===== src/core/ufe_pkg.sv =====
/*
  ufe_pkg: offsets, field positions, reset values, timing and carrier types
  for the falling-edge event enable register block.
  assumes a 200 MHz system clock and an 8-bit register port with 6-bit addresses.
*/
package ufe_pkg;
  localparam int         UFE_ADDR_W         = 6;
  localparam int         UFE_DATA_W         = 8;
  localparam int         UFE_NUM_EVT        = 5;
  localparam logic [5:0] UFE_OFS_ENABLE     = 6'h10;
  localparam logic [5:0] UFE_OFS_ENABLE_SET = 6'h11;
  localparam logic [5:0] UFE_OFS_ENABLE_CLR = 6'h12;
  // field positions inside the enable byte
  localparam int         UFE_BIT_HOST_DISC  = 0;
  localparam int         UFE_BIT_VBUS_OK    = 1;
  localparam int         UFE_BIT_SESS_VALID = 2;
  localparam int         UFE_BIT_SESS_END   = 3;
  localparam int         UFE_BIT_ID_GND     = 4;
  localparam logic [4:0] UFE_ENABLE_RESET   = 5'h1F;
  localparam logic [7:0] UFE_RSVD_MASK      = 8'hE0;
  // id pull-up settling time
  localparam int         UFE_CLK_MHZ        = 200;
  localparam int         UFE_ID_SETTLE_MS   = 50;
  localparam int         UFE_ID_SETTLE_CYC  = UFE_ID_SETTLE_MS * 1000 * UFE_CLK_MHZ;

  typedef struct packed {
    logic id_pin_grounded;
    logic session_end_level;
    logic session_valid_level;
    logic vbus_ok_level;
    logic host_disconnect_level;
  } ufe_line_t;

  typedef struct packed {
    logic                  wr;
    logic                  rd;
    logic [UFE_ADDR_W-1:0] addr;
    logic [UFE_DATA_W-1:0] wdata;
  } ufe_reg_req_t;
endpackage


===== src/core/ufe_fall_enable.sv =====
/*
  ufe_fall_enable: falling-edge event enable register with set and clear
  aliases, and the falling-edge detectors that those enables gate.
  assumes all inputs are synchronous to clk_sys and reads/writes are single-cycle
  strobes from the register port of the transceiver.
*/
// What this block does
// id ground fall raises event when enabled
// id fall masked pullup off and 50ms after
// session end fall raises event when enabled
// session valid fall raises event when enabled
// vbus ok fall raises event when enabled
// host disconnect fall raises event when enabled
// host disconnect event only in host mode
// enables reset to one, reserved bits zero
// set alias sets ones, reads enable register
// clear alias clears ones, reads enable register
// zeros written to clear alias change nothing
// read-cycle event goes in read data, not latched
// reserved bits ignore writes, read zero
`timescale 1ns/100ps
module ufe_fall_enable #(
  parameter int ID_SETTLE_CYC = ufe_pkg::UFE_ID_SETTLE_CYC
) (
  // clock and reset
  input  wire logic                              clk_sys,
  input  wire logic                              reset_n,
  // register port
  input  wire ufe_pkg::ufe_reg_req_t             reg_req,
  output logic [ufe_pkg::UFE_DATA_W-1:0]         reg_rdata,
  output logic                                   reg_rvalid,
  // line state and mode controls
  input  wire ufe_pkg::ufe_line_t                line_in,
  input  wire logic                              id_pin_pullup_on,
  input  wire logic                              dplus_pulldown_on,
  input  wire logic                              dminus_pulldown_on,
  // latch register read strobe, from the latch register decode
  input  wire logic                              latch_read,
  // events
  output logic [ufe_pkg::UFE_NUM_EVT-1:0]        fall_event,
  output logic [ufe_pkg::UFE_NUM_EVT-1:0]        fall_latch,
  output logic [ufe_pkg::UFE_NUM_EVT-1:0]        fall_enable
);
  import ufe_pkg::*;

  localparam int CNT_W = $clog2(ID_SETTLE_CYC + 1);
  localparam logic [CNT_W-1:0] SETTLE_LAST = CNT_W'(ID_SETTLE_CYC);

  logic [UFE_NUM_EVT-1:0] enable_q;
  logic [UFE_NUM_EVT-1:0] line_q;
  logic [UFE_NUM_EVT-1:0] fall_now;
  logic [CNT_W-1:0]       settle_q;
  logic                   id_masked;
  logic                   host_mode;
  logic                   hit_en;
  logic                   hit_set;
  logic                   hit_clr;
  logic [UFE_NUM_EVT-1:0] wbits;

  assign hit_en    = reg_req.addr == UFE_OFS_ENABLE;
  assign hit_set   = reg_req.addr == UFE_OFS_ENABLE_SET;
  assign hit_clr   = reg_req.addr == UFE_OFS_ENABLE_CLR;
  assign wbits     = reg_req.wdata[UFE_NUM_EVT-1:0];
  assign host_mode = dplus_pulldown_on & dminus_pulldown_on;
  assign id_masked = !id_pin_pullup_on || (settle_q != SETTLE_LAST);

  // enable register, one storage behind three addresses
  always_ff @(posedge clk_sys) begin
    if (!reset_n) begin
      enable_q <= UFE_ENABLE_RESET;
    end else if (reg_req.wr) begin
      if (hit_en)
        enable_q <= wbits;
      else if (hit_set)
        enable_q <= enable_q | wbits;
      else if (hit_clr)
        enable_q <= enable_q & ~wbits;
    end
  end

  // settle counter runs from pull-up on, saturates at the settle count
  always_ff @(posedge clk_sys) begin
    if (!reset_n || !id_pin_pullup_on)
      settle_q <= '0;
    else if (settle_q != SETTLE_LAST)
      settle_q <= settle_q + CNT_W'(1);
  end

  always_ff @(posedge clk_sys) begin
    if (!reset_n)
      line_q <= '0;
    else
      line_q <= line_in;
  end

  always_comb begin
    fall_now = line_q & ~line_in & enable_q;
    if (id_masked)
      fall_now[UFE_BIT_ID_GND] = 1'b0;
    if (!host_mode)
      fall_now[UFE_BIT_HOST_DISC] = 1'b0;
  end

  always_ff @(posedge clk_sys) begin
    if (!reset_n)
      fall_event <= '0;
    else
      fall_event <= fall_now;
  end

  // latch: an event in the latch read cycle goes to the read data instead,
  // events during reads of other registers are still kept
  always_ff @(posedge clk_sys) begin
    if (!reset_n)
      fall_latch <= '0;
    else if (latch_read && reg_req.rd)
      fall_latch <= '0;
    else
      fall_latch <= fall_latch | fall_now;
  end

  always_ff @(posedge clk_sys) begin
    if (!reset_n) begin
      reg_rdata  <= '0;
      reg_rvalid <= 1'b0;
    end else begin
      reg_rvalid <= reg_req.rd & (hit_en | hit_set | hit_clr);
      if (reg_req.rd && (hit_en || hit_set || hit_clr))
        reg_rdata <= {3'h0, enable_q};
      else if (reg_req.rd && latch_read)
        reg_rdata <= {3'h0, fall_latch | fall_now};
      else
        reg_rdata <= '0;
    end
  end

  always_ff @(posedge clk_sys) begin
    if (!reset_n)
      fall_enable <= UFE_ENABLE_RESET;
    else
      fall_enable <= enable_q;
  end

  // assertions
  property p_reset_val;
    @(posedge clk_sys) $rose(reset_n) |-> enable_q == UFE_ENABLE_RESET;
  endproperty
  a_reset_val: assert property (p_reset_val) else $error("enable reset value wrong");

  property p_set;
    @(posedge clk_sys) disable iff (!reset_n)
      reg_req.wr && hit_set |=> enable_q == ($past(enable_q) | $past(wbits));
  endproperty
  a_set: assert property (p_set) else $error("set alias wrong");

  property p_clr;
    @(posedge clk_sys) disable iff (!reset_n)
      reg_req.wr && hit_clr |=> enable_q == ($past(enable_q) & ~$past(wbits));
  endproperty
  a_clr: assert property (p_clr) else $error("clear alias wrong");

  property p_clr_zero;
    @(posedge clk_sys) disable iff (!reset_n)
      reg_req.wr && hit_clr && wbits == '0 |=> $stable(enable_q);
  endproperty
  a_clr_zero: assert property (p_clr_zero) else $error("clear zero changed bits");

  property p_rsvd;
    @(posedge clk_sys) disable iff (!reset_n) (reg_rdata & UFE_RSVD_MASK) == 8'h00;
  endproperty
  a_rsvd: assert property (p_rsvd) else $error("reserved bits nonzero");

  property p_vbus;
    @(posedge clk_sys) disable iff (!reset_n)
      line_q[UFE_BIT_VBUS_OK] && !line_in.vbus_ok_level && enable_q[UFE_BIT_VBUS_OK]
      |=> fall_event[UFE_BIT_VBUS_OK];
  endproperty
  a_vbus: assert property (p_vbus) else $error("vbus fall missed");

  property p_id_mask;
    @(posedge clk_sys) disable iff (!reset_n)
      !id_pin_pullup_on |=> !fall_event[UFE_BIT_ID_GND];
  endproperty
  a_id_mask: assert property (p_id_mask) else $error("id event not masked");

  property p_host;
    @(posedge clk_sys) disable iff (!reset_n)
      !host_mode |=> !fall_event[UFE_BIT_HOST_DISC];
  endproperty
  a_host: assert property (p_host) else $error("host event outside host mode");

  property p_read_rd;
    @(posedge clk_sys) disable iff (!reset_n)
      reg_req.rd && hit_en |=> reg_rvalid && reg_rdata == {3'h0, $past(enable_q)};
  endproperty
  a_read_rd: assert property (p_read_rd) else $error("read data wrong");

  property p_id_fall;
    @(posedge clk_sys) disable iff (!reset_n)
      line_q[UFE_BIT_ID_GND] && !line_in.id_pin_grounded && enable_q[UFE_BIT_ID_GND]
      && !id_masked |=> fall_event[UFE_BIT_ID_GND];
  endproperty
  a_id_fall: assert property (p_id_fall) else $error("id ground fall missed");

  property p_id_settle;
    @(posedge clk_sys) disable iff (!reset_n)
      id_pin_pullup_on && (settle_q != SETTLE_LAST) |=> !fall_event[UFE_BIT_ID_GND];
  endproperty
  a_id_settle: assert property (p_id_settle) else $error("id event inside settle time");

  property p_sess_end;
    @(posedge clk_sys) disable iff (!reset_n)
      line_q[UFE_BIT_SESS_END] && !line_in.session_end_level && enable_q[UFE_BIT_SESS_END]
      |=> fall_event[UFE_BIT_SESS_END];
  endproperty
  a_sess_end: assert property (p_sess_end) else $error("session end fall missed");

  property p_sess_valid;
    @(posedge clk_sys) disable iff (!reset_n)
      line_q[UFE_BIT_SESS_VALID] && !line_in.session_valid_level
      && enable_q[UFE_BIT_SESS_VALID] |=> fall_event[UFE_BIT_SESS_VALID];
  endproperty
  a_sess_valid: assert property (p_sess_valid) else $error("session valid fall missed");

  property p_host_fall;
    @(posedge clk_sys) disable iff (!reset_n)
      line_q[UFE_BIT_HOST_DISC] && !line_in.host_disconnect_level
      && enable_q[UFE_BIT_HOST_DISC] && host_mode |=> fall_event[UFE_BIT_HOST_DISC];
  endproperty
  a_host_fall: assert property (p_host_fall) else $error("host disconnect fall missed");

  property p_latch_rd;
    @(posedge clk_sys) disable iff (!reset_n)
      reg_req.rd && latch_read |=> fall_latch == '0;
  endproperty
  a_latch_rd: assert property (p_latch_rd) else $error("event latched in read cycle");

  property p_rd_event;
    @(posedge clk_sys) disable iff (!reset_n)
      reg_req.rd && latch_read && !(hit_en || hit_set || hit_clr)
      |=> reg_rdata[UFE_NUM_EVT-1:0] == ($past(fall_latch) | $past(fall_now));
  endproperty
  a_rd_event: assert property (p_rd_event) else $error("read cycle event not reported");

  c_set:  cover property (@(posedge clk_sys) reg_req.wr && hit_set);
  c_clr:  cover property (@(posedge clk_sys) reg_req.wr && hit_clr);
  c_id:   cover property (@(posedge clk_sys) fall_event[UFE_BIT_ID_GND]);
  c_latch: cover property (@(posedge clk_sys) reg_req.rd && latch_read && (fall_now != '0));
endmodule // ufe_fall_enable


===== config.mk =====
export PLATFORM = sky130hd
export DESIGN_NAME = ufe_fall_enable
export DESIGN_NICKNAME = d
export VERILOG_FILES = /design/src/core/ufe_pkg.sv /design/src/core/ufe_fall_enable.sv
export SDC_FILE = /design/constraint.sdc
export NUM_CORES = 1
export LEC_CHECK = 0
export ABC_AREA = 1
export BUFFER_PORTS_ARGS = -buffer_cell sky130_fd_sc_hd__buf_2
export CAP_MARGIN = 20
export CORE_ASPECT_RATIO = 1.4
export CORE_MARGIN = 8
export CORE_UTILIZATION = 45
export CTS_CLUSTER_DIAMETER = 60
export DETAILED_ROUTE_END_ITERATION = 6
export HOLD_SLACK_MARGIN = 0.08
export PLACE_DENSITY = 0.68
export SYNTH_ARGS = -nofsm -noshare
export SYNTH_HDL_FRONTEND = slang
export SYNTH_SLANG_ARGS = --single-unit

===== constraint.sdc =====
create_clock -name clk_sys -period 1.75 [get_ports clk_sys]
set_clock_uncertainty 0.2 [all_clocks]
set_input_delay 0 -clock clk_sys [delete_from_list [all_inputs] [get_ports clk_sys]]
set_output_delay 0 -clock clk_sys [all_outputs]
set_load 0.005 [all_outputs]

==> results of run 1 <==
## logic make-up (layout without fill, tap and decap cells)
| kind of cell | after synthesis | count (layout) | share of synthesized area, % |
|---|---|---|---|
| other cells | 1 | 3 | 0.150 |
| buf+inv | 63 | 144 | 10.0 |
| simple gates | 183 | 183 | 34.9 |
| flops | 55 | 55 | 44.1 |
| compound gates | 47 | 47 | 9.82 |
| fa+ha+maj | 2 | 2 | 1.00 |
## path summary, 6_finish.rpt
check                   start            end  slack, ps
setup reg to reg  settle_q[0]   settle_q[12]        150
hold / removal    reg_req[12]   reg_rdata[3]         30
setup / recovery   latch_read   reg_rdata[0]         90
hold reg to reg     line_q[1]  fall_event[1]        260
## cell usage after synthesis (2+ instances only)
library cell and n:
sky130_fd_sc_hd__o21ai_1 2, sky130_fd_sc_hd__nor2_2 4, sky130_fd_sc_hd__nor2_4 4, sky130_fd_sc_hd__nand3_1 27, sky130_fd_sc_hd__dfxtp_1 55, sky130_fd_sc_hd__nor2_8 2
sky130_fd_sc_hd__nand2_1 72, sky130_fd_sc_hd__nand4_1 7, sky130_fd_sc_hd__buf_4 3, sky130_fd_sc_hd__a31oi_1 4, sky130_fd_sc_hd__and3_1 2, sky130_fd_sc_hd__inv_1 46
sky130_fd_sc_hd__nor2_1 52, sky130_fd_sc_hd__o21ai_0 14, sky130_fd_sc_hd__nand2_2 4, sky130_fd_sc_hd__inv_2 11, sky130_fd_sc_hd__ha_1 2, sky130_fd_sc_hd__nor3_1 3
sky130_fd_sc_hd__a21oi_1 23, sky130_fd_sc_hd__o22ai_1 4, sky130_fd_sc_hd__buf_2 2
## power by group
group          leakage [nW]  internal, mW  switching (mW)
clock network        0.0467         0.298           0.458
registers             0.446          1.27         0.00916
logic                 0.987        0.0962          0.0897
## tightest hold or removal path, cell delays in order
cell and delay, ps:
sky130_fd_sc_hd__buf_2 90, sky130_fd_sc_hd__nand4_1 150, sky130_fd_sc_hd__nand3_2 170, sky130_fd_sc_hd__o22ai_1 90
## area by class of cell
class	instances	area share, %
well taps	68	2.63
multi-input cells	235	36.2
flip-flops and latches	55	34.0
repair buffers	79	17.6
clock inverters	3	0.851
inverters	57	6.65
clock buffers	5	2.13
## metrics by stage
stage | power, mW | area (um^2) | instances | hold WS [ps]
2_1_floorplan | 1.37 | 2500 | 353 | -107
3_3_place_gp | 1.42 | 2780 | 460 | -4.36
3_5_place_dp | 1.43 | 2780 | 460 | -3.16
4_1_cts | 2.23 | 3220 | 502 | 80.0
5_1_grt | 2.31 | 3240 | 502 | 86.8
6_report | 2.22 | 3240 | 502 | 34.2
## sequential cells by signal, indices dropped and copies added, names as in the netlist, named ones only
register     flops
fall_enable      5
fall_event       5
fall_latch       5
line_q           5
reg_rdata        5
reg_rvalid       1
settle_q        24
## routing by layer
metal / global-route usage [%] / vias up / share of wire [%]
met5: 0 / - / 0
met4: 7.45 / 0 / 2.8
met3: 4.24 / 15 / 5.7
met2: 29.4 / 70 / 52
met1: 16.5 / 1119 / 39
li1: - / 1265 / -
## placed cells by master, fill, tap and decap left out, types with 2 or more instances in the layout
cell and count:
sky130_fd_sc_hd__buf_2 44, sky130_fd_sc_hd__dfxtp_1 55, sky130_fd_sc_hd__nand2_2 4, sky130_fd_sc_hd__nand2_1 72, sky130_fd_sc_hd__nor2_8 2, sky130_fd_sc_hd__nor2_1 52
sky130_fd_sc_hd__o21ai_1 2, sky130_fd_sc_hd__nor3_1 2, sky130_fd_sc_hd__and3_1 2, sky130_fd_sc_hd__nand3_1 26, sky130_fd_sc_hd__a31oi_1 4, sky130_fd_sc_hd__o22ai_1 4
sky130_fd_sc_hd__nor2_2 4, sky130_fd_sc_hd__ha_1 2, sky130_fd_sc_hd__inv_2 10, sky130_fd_sc_hd__clkbuf_8 5, sky130_fd_sc_hd__nand4_1 7, sky130_fd_sc_hd__conb_1 3
sky130_fd_sc_hd__a21oi_1 23, sky130_fd_sc_hd__o21ai_0 14, sky130_fd_sc_hd__nor2_4 4, sky130_fd_sc_hd__dlygate4sd3_1 34, sky130_fd_sc_hd__inv_1 46
## repair_timing
item	CTS	global route
hold buffers	34	0
setup endpoints to repair	0	12
hold endpoints to repair	54	0
gates resized for setup	0	4
buffers inserted	0	0
==> results.txt, run 1 <==
Summed over all instances, the cell type with the most area after synthesis is sky130_fd_sc_hd__dfxtp_1. In this run the power density over the cells is 686 nW/um^2. The worst hold path passes through 4 cells. The layout filler cell count was 502. At the end of the flow the core is filled with cells to 59.4%. TritonCTS built the clock tree. The element type at the critical path end is a register. The most numerous cell type found on the critical path is sky130_fd_sc_hd__dlygate4sd3_1. For the number of pins with negative max-slew slack in the final report, the log shows 0. The distinct cell type count after synthesis came out at 29.

Setup violations remaining at the end of the flow were counted as 0. Initial antenna violation count: 0. Category of the critical setup timing path: input port to register. Critical path data arrival time: 1690 ps.

The hold violation total from the final report is 0, and the average size of a mapped cell is 7.12 um^2. The share of synthesized area in the top cell type comes to 44.1%. Count of mapped cells out of synthesis: 351.

Clock-pin slew was measured on the worst setup and hold paths at 110 ps. VDD sags by at most 0.000688 V. Using the TritonRoute via totals, the vias-per-cell ratio works out to 4.92. After detailed routing, the average wire length per cell comes to 12.9 um.

In this run the vertical extent of the chip is 104 um. The tools report the largest buffer count on any clock path as 2. The tools report the number of CTS-inserted buffers as 5.

At the end of routability-driven placement, the weighted congestion stood at 0.854. The number of enable flip-flop cells after synthesis came out at 0. Count of standard-cell rows: 32. The type of the most critical hold path is input port to register. In this run the number of H-tree levels came out at 2. The flip-flop and latch count after synthesis was 55; the final setup slack of the worst path was 93.4 ps. In the finished design, the share of the clock period the worst path needs comes to 94.7%.

The tools report the die footprint as 8220 um^2. Time the worst path needs with I/O delays and setup: 1660 ps. For this design the static power due to leakage is 1.48 nW. The tools report the clock latency at the later pin of the worst-skew pair as 310 ps. For the total I/O pin count, the log shows 51.

In this run the worst path has a maximum fanout of 5. The maximum cell stage delay along the critical path was 550 ps. Traced cell by cell, the critical path runs through dlygate4sd3_1 -> buf_2 -> nand2_1 -> dlygate4sd3_1 -> inv_1 -> nand3_2 -> o22ai_1. In this run the number of cells on the critical path is 7.

The logs give 154 ps for the setup slack at placement and 20 for the largest net degree at the start of global routing. The initial utilization of the core area, before any placement, comes to 45.9%. Most frequently used flop master after synthesis: sky130_fd_sc_hd__dfxtp_1. Summing all flip-flop and latch instances after layout gives 1100 um^2.

In the final timing run, aggregate negative setup slack is 0 ps. The slowest stage of the critical path belongs to the cell sky130_fd_sc_hd__dlygate4sd3_1. The first TritonRoute pass finished after 4 iterations. Together, buffers and inverters on the worst path number 4.

After the last flow step, the layout net total stands at 462. Total of warnings raised by yosys: 0. Counting flops with an async set or reset pin after synthesis yields a share of 0%. The floorplan step set the die width to 79.0 um.

After synthesis, flip-flops and latches occupy 44.1% of the total area. In the routed design, unresolved DRC markers number 0. Setup repair after global routing left no endpoint under its margin.

The antenna diode instance count is 0, and the number of global-route vias before repair is 2500. The first global-routing pass estimated 11000 um of wire. The worst setup path is launched from an input port. In the final layout, the share of cells above drive strength 1 is 19.6%. The run gives 2500 um^2 as the cell area after technology mapping.

The root buffer cell chosen for the clock tree is sky130_fd_sc_hd__clkbuf_8. The region available for standard cell placement spans 5450 um^2. Number of max-cap violations: 0. Buffers placed on the I/O ports in this run total 44. The final layout contains routed wiring with a total length of 6490 um. The total track usage is 16.2%. The run finished with clean final reports.

The total area of multi-input combinational cells is 1170 um^2, and the vias after detailed routing is 2469. Maximum clock frequency: 604 MHz. The required time of the critical path was 1790 ps. By area the synthesized netlist is led by sky130_fd_sc_hd__dfxtp_1 (44%), sky130_fd_sc_hd__nand2_1 (11%), sky130_fd_sc_hd__nor2_1 (7.8%).

The run gives 55 as the number of sinks handled by clock tree synthesis. The detailed router finished its first iteration with 104 violations. Total half-perimeter wirelength after legalization and detailed placement: 4420 um. Summed over all layers, the global routing overflow is 0.

Area added between synthesis and finish: 29.6%. The worst register-to-register path has a depth of 7. Once detail routing completed, the nets flagged for antenna violations numbered 0. Broken down by cell family, the worst path's largest delay share belongs to buffers and inverters.
Power figures use the tool's default switching activity.
==> inputs of run 2 (changes only) <==
==> constraint.sdc (replaced) <==
create_clock -name clk_sys -period 1.8 [get_ports clk_sys]
set_clock_uncertainty 0.2 [all_clocks]
set_input_delay 0 -clock clk_sys [delete_from_list [all_inputs] [get_ports clk_sys]]
set_output_delay 0 -clock clk_sys [all_outputs]
set_load 0.005 [all_outputs]
==> results.txt, run 2 (same netlist as run 1, synthesis figures left out) <==
The run finished, with violations left. The final reports fail on negative hold slack. The per-cell routed wire length is 13.9 um (+7.4%), and the number of cell instances on the worst register-to-register path is 7 (unchanged). Remaining number of nets flagged by the antenna check after routing: 0 (unchanged). The total leakage power is 1.49 nW (+0.98%). The flip-flop count of the largest register, all copies and words added came out at 24 (unchanged). For the count of standard-cell rows, the log shows 32 (unchanged). The vias after detailed routing is 2540 (+2.9%). The final critical path takes up 93.9% of the cycle.

The detailed route wirelength on metal3 came out at 378 um (+2.4%). The time the worst path needs with I/O delays and setup works out to 1690 ps. The logs give 8.2% (-0.2 points) for the part of the total power dissipated in combinational logic and 0 (unchanged) for the final global-route overflow total. The tools report the number of max-cap violations as 0 (unchanged). For the cell area reported after detailed placement, the log shows 2780 um^2 (unchanged). The total I/O pin count is 51 (unchanged), and the detailed-route vias per instance is 5.08 (+3.3%).

In this run the critical register-to-register path is captured at settle_q[12]. The largest buffer count on any clock path was 2 (unchanged). The run gives 591 MHz as the maximum clock frequency. The die footprint was 8220 um^2 (unchanged); the remaining design rule violation count was 0 (unchanged). The clock-pin slew of the registers on the worst-case setup and hold paths is 110 ps (about the same), and the detailed route wirelength on metal2 is 3660 um (+7.6%). The required time of the critical path is 1840 ps (+50 ps), and the wire length of the first global-routing pass is 12100 um (+10%). The tools report the critical path data arrival time as 1730 ps (+40 ps). The slowest stage of the critical path is the sky130_fd_sc_hd__dlygate4sd3_1 cell. Number of CTS-inserted buffers: 5 (unchanged). Element type at the critical path end: a register.

STA classifies the critical path startpoint as an input port. The die height works out to 104 um (unchanged). The cell internal power dissipation was 1.65 mW (-0.77%); the share of final-layout standard cells stronger than drive strength 1 was 20.6% (+1.0 points). Leaving out fill and tap cells, the most frequent cell in the layout is sky130_fd_sc_hd__nand2_1.

For the number of non-filler instances in the completed layout, the log shows 500 (-0.40%). The width of the die came out at 79.0 um (unchanged). The tools report the worst IR drop on VDD as 0.000656 V (-4.7%).

The logs give 0.547 mW (-1.7%) for the net switching power and 6940 um (+7.0%) for the detailed-route wire length. The clock network fraction of total power came out at 35.2% (+1.2 points). Top metal layer carrying routed signals: met4.

The maximum cell stage delay along the critical path was 560 ps (about the same). The critical path is of the input port to register type. The power per cell area is 682 nW/um^2 (-0.59%), and the total track usage is 17.9% (+1.7 points).

Walking the worst path, the cells encountered are dlygate4sd3_1 -> buf_2 -> nand2_1 -> dlygate4sd3_1 -> inv_1 -> nand3_2 -> o22ai_1. The logs give 0.889 (+4.1%) for the routability-driven placement congestion ratio and 0 (unchanged) for the antenna diode instance count. The number of buffers inserted by port buffering was 44 (unchanged). The switching part of the total was 24.9% (-0.18 points). Leaving out fill and tap cells, the most frequent cells in the layout are sky130_fd_sc_hd__nand2_1 (72), sky130_fd_sc_hd__dfxtp_1 (55), sky130_fd_sc_hd__nor2_1 (52). Setup repair after global routing left no endpoint under its margin. The run gives 3220 um^2 (-0.43%) as the final non-filler cell area.

For the number of pins with negative max-slew slack in the final report, the log shows 0 (unchanged). The launch point of the critical path is reg_req[14]. The count of placed standard cells including taps is 460 (unchanged), and the total core area is 5450 um^2 (unchanged). Compared with the post-synthesis result, the final layout area differs by 29.0%.

The tools report the beginning of the worst hold path as reg_req[11]. TritonCTS built the clock tree. For the total power consumption of the routed design, the log shows 2.20 mW (-1.0%). The largest driver fanout on the critical path was 5 (unchanged).

The tools report the initial antenna violation count as 0 (unchanged). For the number of detailed-routing iterations run before antenna repair, the log shows 4 (unchanged). The register ranked first by flip-flop count is settle_q. The effective utilization at floorplan came out at 45.9% (unchanged). The run gives -1.65 ps (-35.9 ps) as the worst hold-check slack. The run gives 320 ps (about the same) as the clock latency at the later pin of the worst-skew pair. The tools report the number of design-rule violations left by the first detailed-router iteration as 104 (unchanged). In this run the clock root is driven by a sky130_fd_sc_hd__clkbuf_8.

Number of global-route vias before repair: 2707 (+8.3%). The wire length the detailed router placed on met1 is 2670 um (+5.6%), and the hold-critical path depth is 6 (+2). Largest net degree at the start of global routing: 20 (unchanged).

The cell that appears most often on the critical path is sky130_fd_sc_hd__dlygate4sd3_1. Startpoint of the worst-slack reg-to-reg timing path: settle_q[0]. The type of the most critical hold path was input port to register. The setup-violating endpoint count in the final report is 0 (unchanged). The final total negative setup slack is 0 ps (unchanged). The tools report the sequential fraction of design power as 56.6% (-1.0 points).

The number of sinks handled by clock tree synthesis was 55 (unchanged). For the slack of the worst reg-to-reg path, the log shows 190 ps (+40 ps). The tools report the total half-perimeter wirelength after legalization and detailed placement as 4510 um (+2.0%).

The deepest level of the CTS H-tree is 2 (unchanged). The number of nets in the layout was 460 (-0.43%). The hold violation total from the final report came out at 1 (+1).
[run 2: worst max-delay path, delay by kind of cell]
kind,cells,cell delay (ps)
AO/OA/AOI/OAI,1,210
AND/OR/NAND/NOR,2,210
buffers and inverters,4,1310
[run 2: area by class of cell]
type | instances | area [um^2]
fillers | 503 | 2220
inverters | 57 | 214
clock buffers | 6 | 82.6
repair buffers | 77 | 546
clock inverters | 2 | 20.0
flip-flops and latches | 55 | 1100
well taps | 68 | 85.1
multi-input cells | 235 | 1170
[run 2: metal layers]
layer  GRT usage (%)  up-vias
met5               0        -
met4            7.85        0
met3            4.58       23
met2            32.6       82
met1            18.2     1177
li1                -     1258
[run 2: stage by stage]
step / hold WS, ps / util (%) / worst slack, ps
final: -1.65 / 59.2 / 109
after global placement: -4.52 / 51.1 / 232
after detailed placement: 0.504 / 51.1 / 191
after global routing: 106 / 59.2 / 26.3
after CTS: 96.8 / 59.4 / 13.7
after floorplan: -107 / - / 344
[run 2: what timing repair did]
action | CTS | global route
setup endpoints to repair | 0 | 8
resized for setup | 0 | 6
hold buffers | 35 | 0
buffers inserted | 0 | 2
hold endpoints to repair | 52 | 0
[run 2: how the worst max path moves through the flow]
stage          cells past startpoint           end
2_1_floorplan                      7  settle_q[12]
3_3_place_gp                       7  settle_q[12]
3_5_place_dp                       7  settle_q[12]
4_1_cts                            8      register
5_1_grt                            9  settle_q[18]
6_report                           7  reg_rdata[2]
[run 2: power groups by stage]
stage | Sequential (mW) | Clock (mW) | Combinational [mW]
after floorplan | 1.27 | 0 | 0.0658
after global placement | 1.27 | 0 | 0.113
after detailed placement | 1.27 | 0 | 0.116
after CTS | 1.24 | 0.769 | 0.174
after global routing | 1.25 | 0.823 | 0.201
final | 1.24 | 0.773 | 0.181
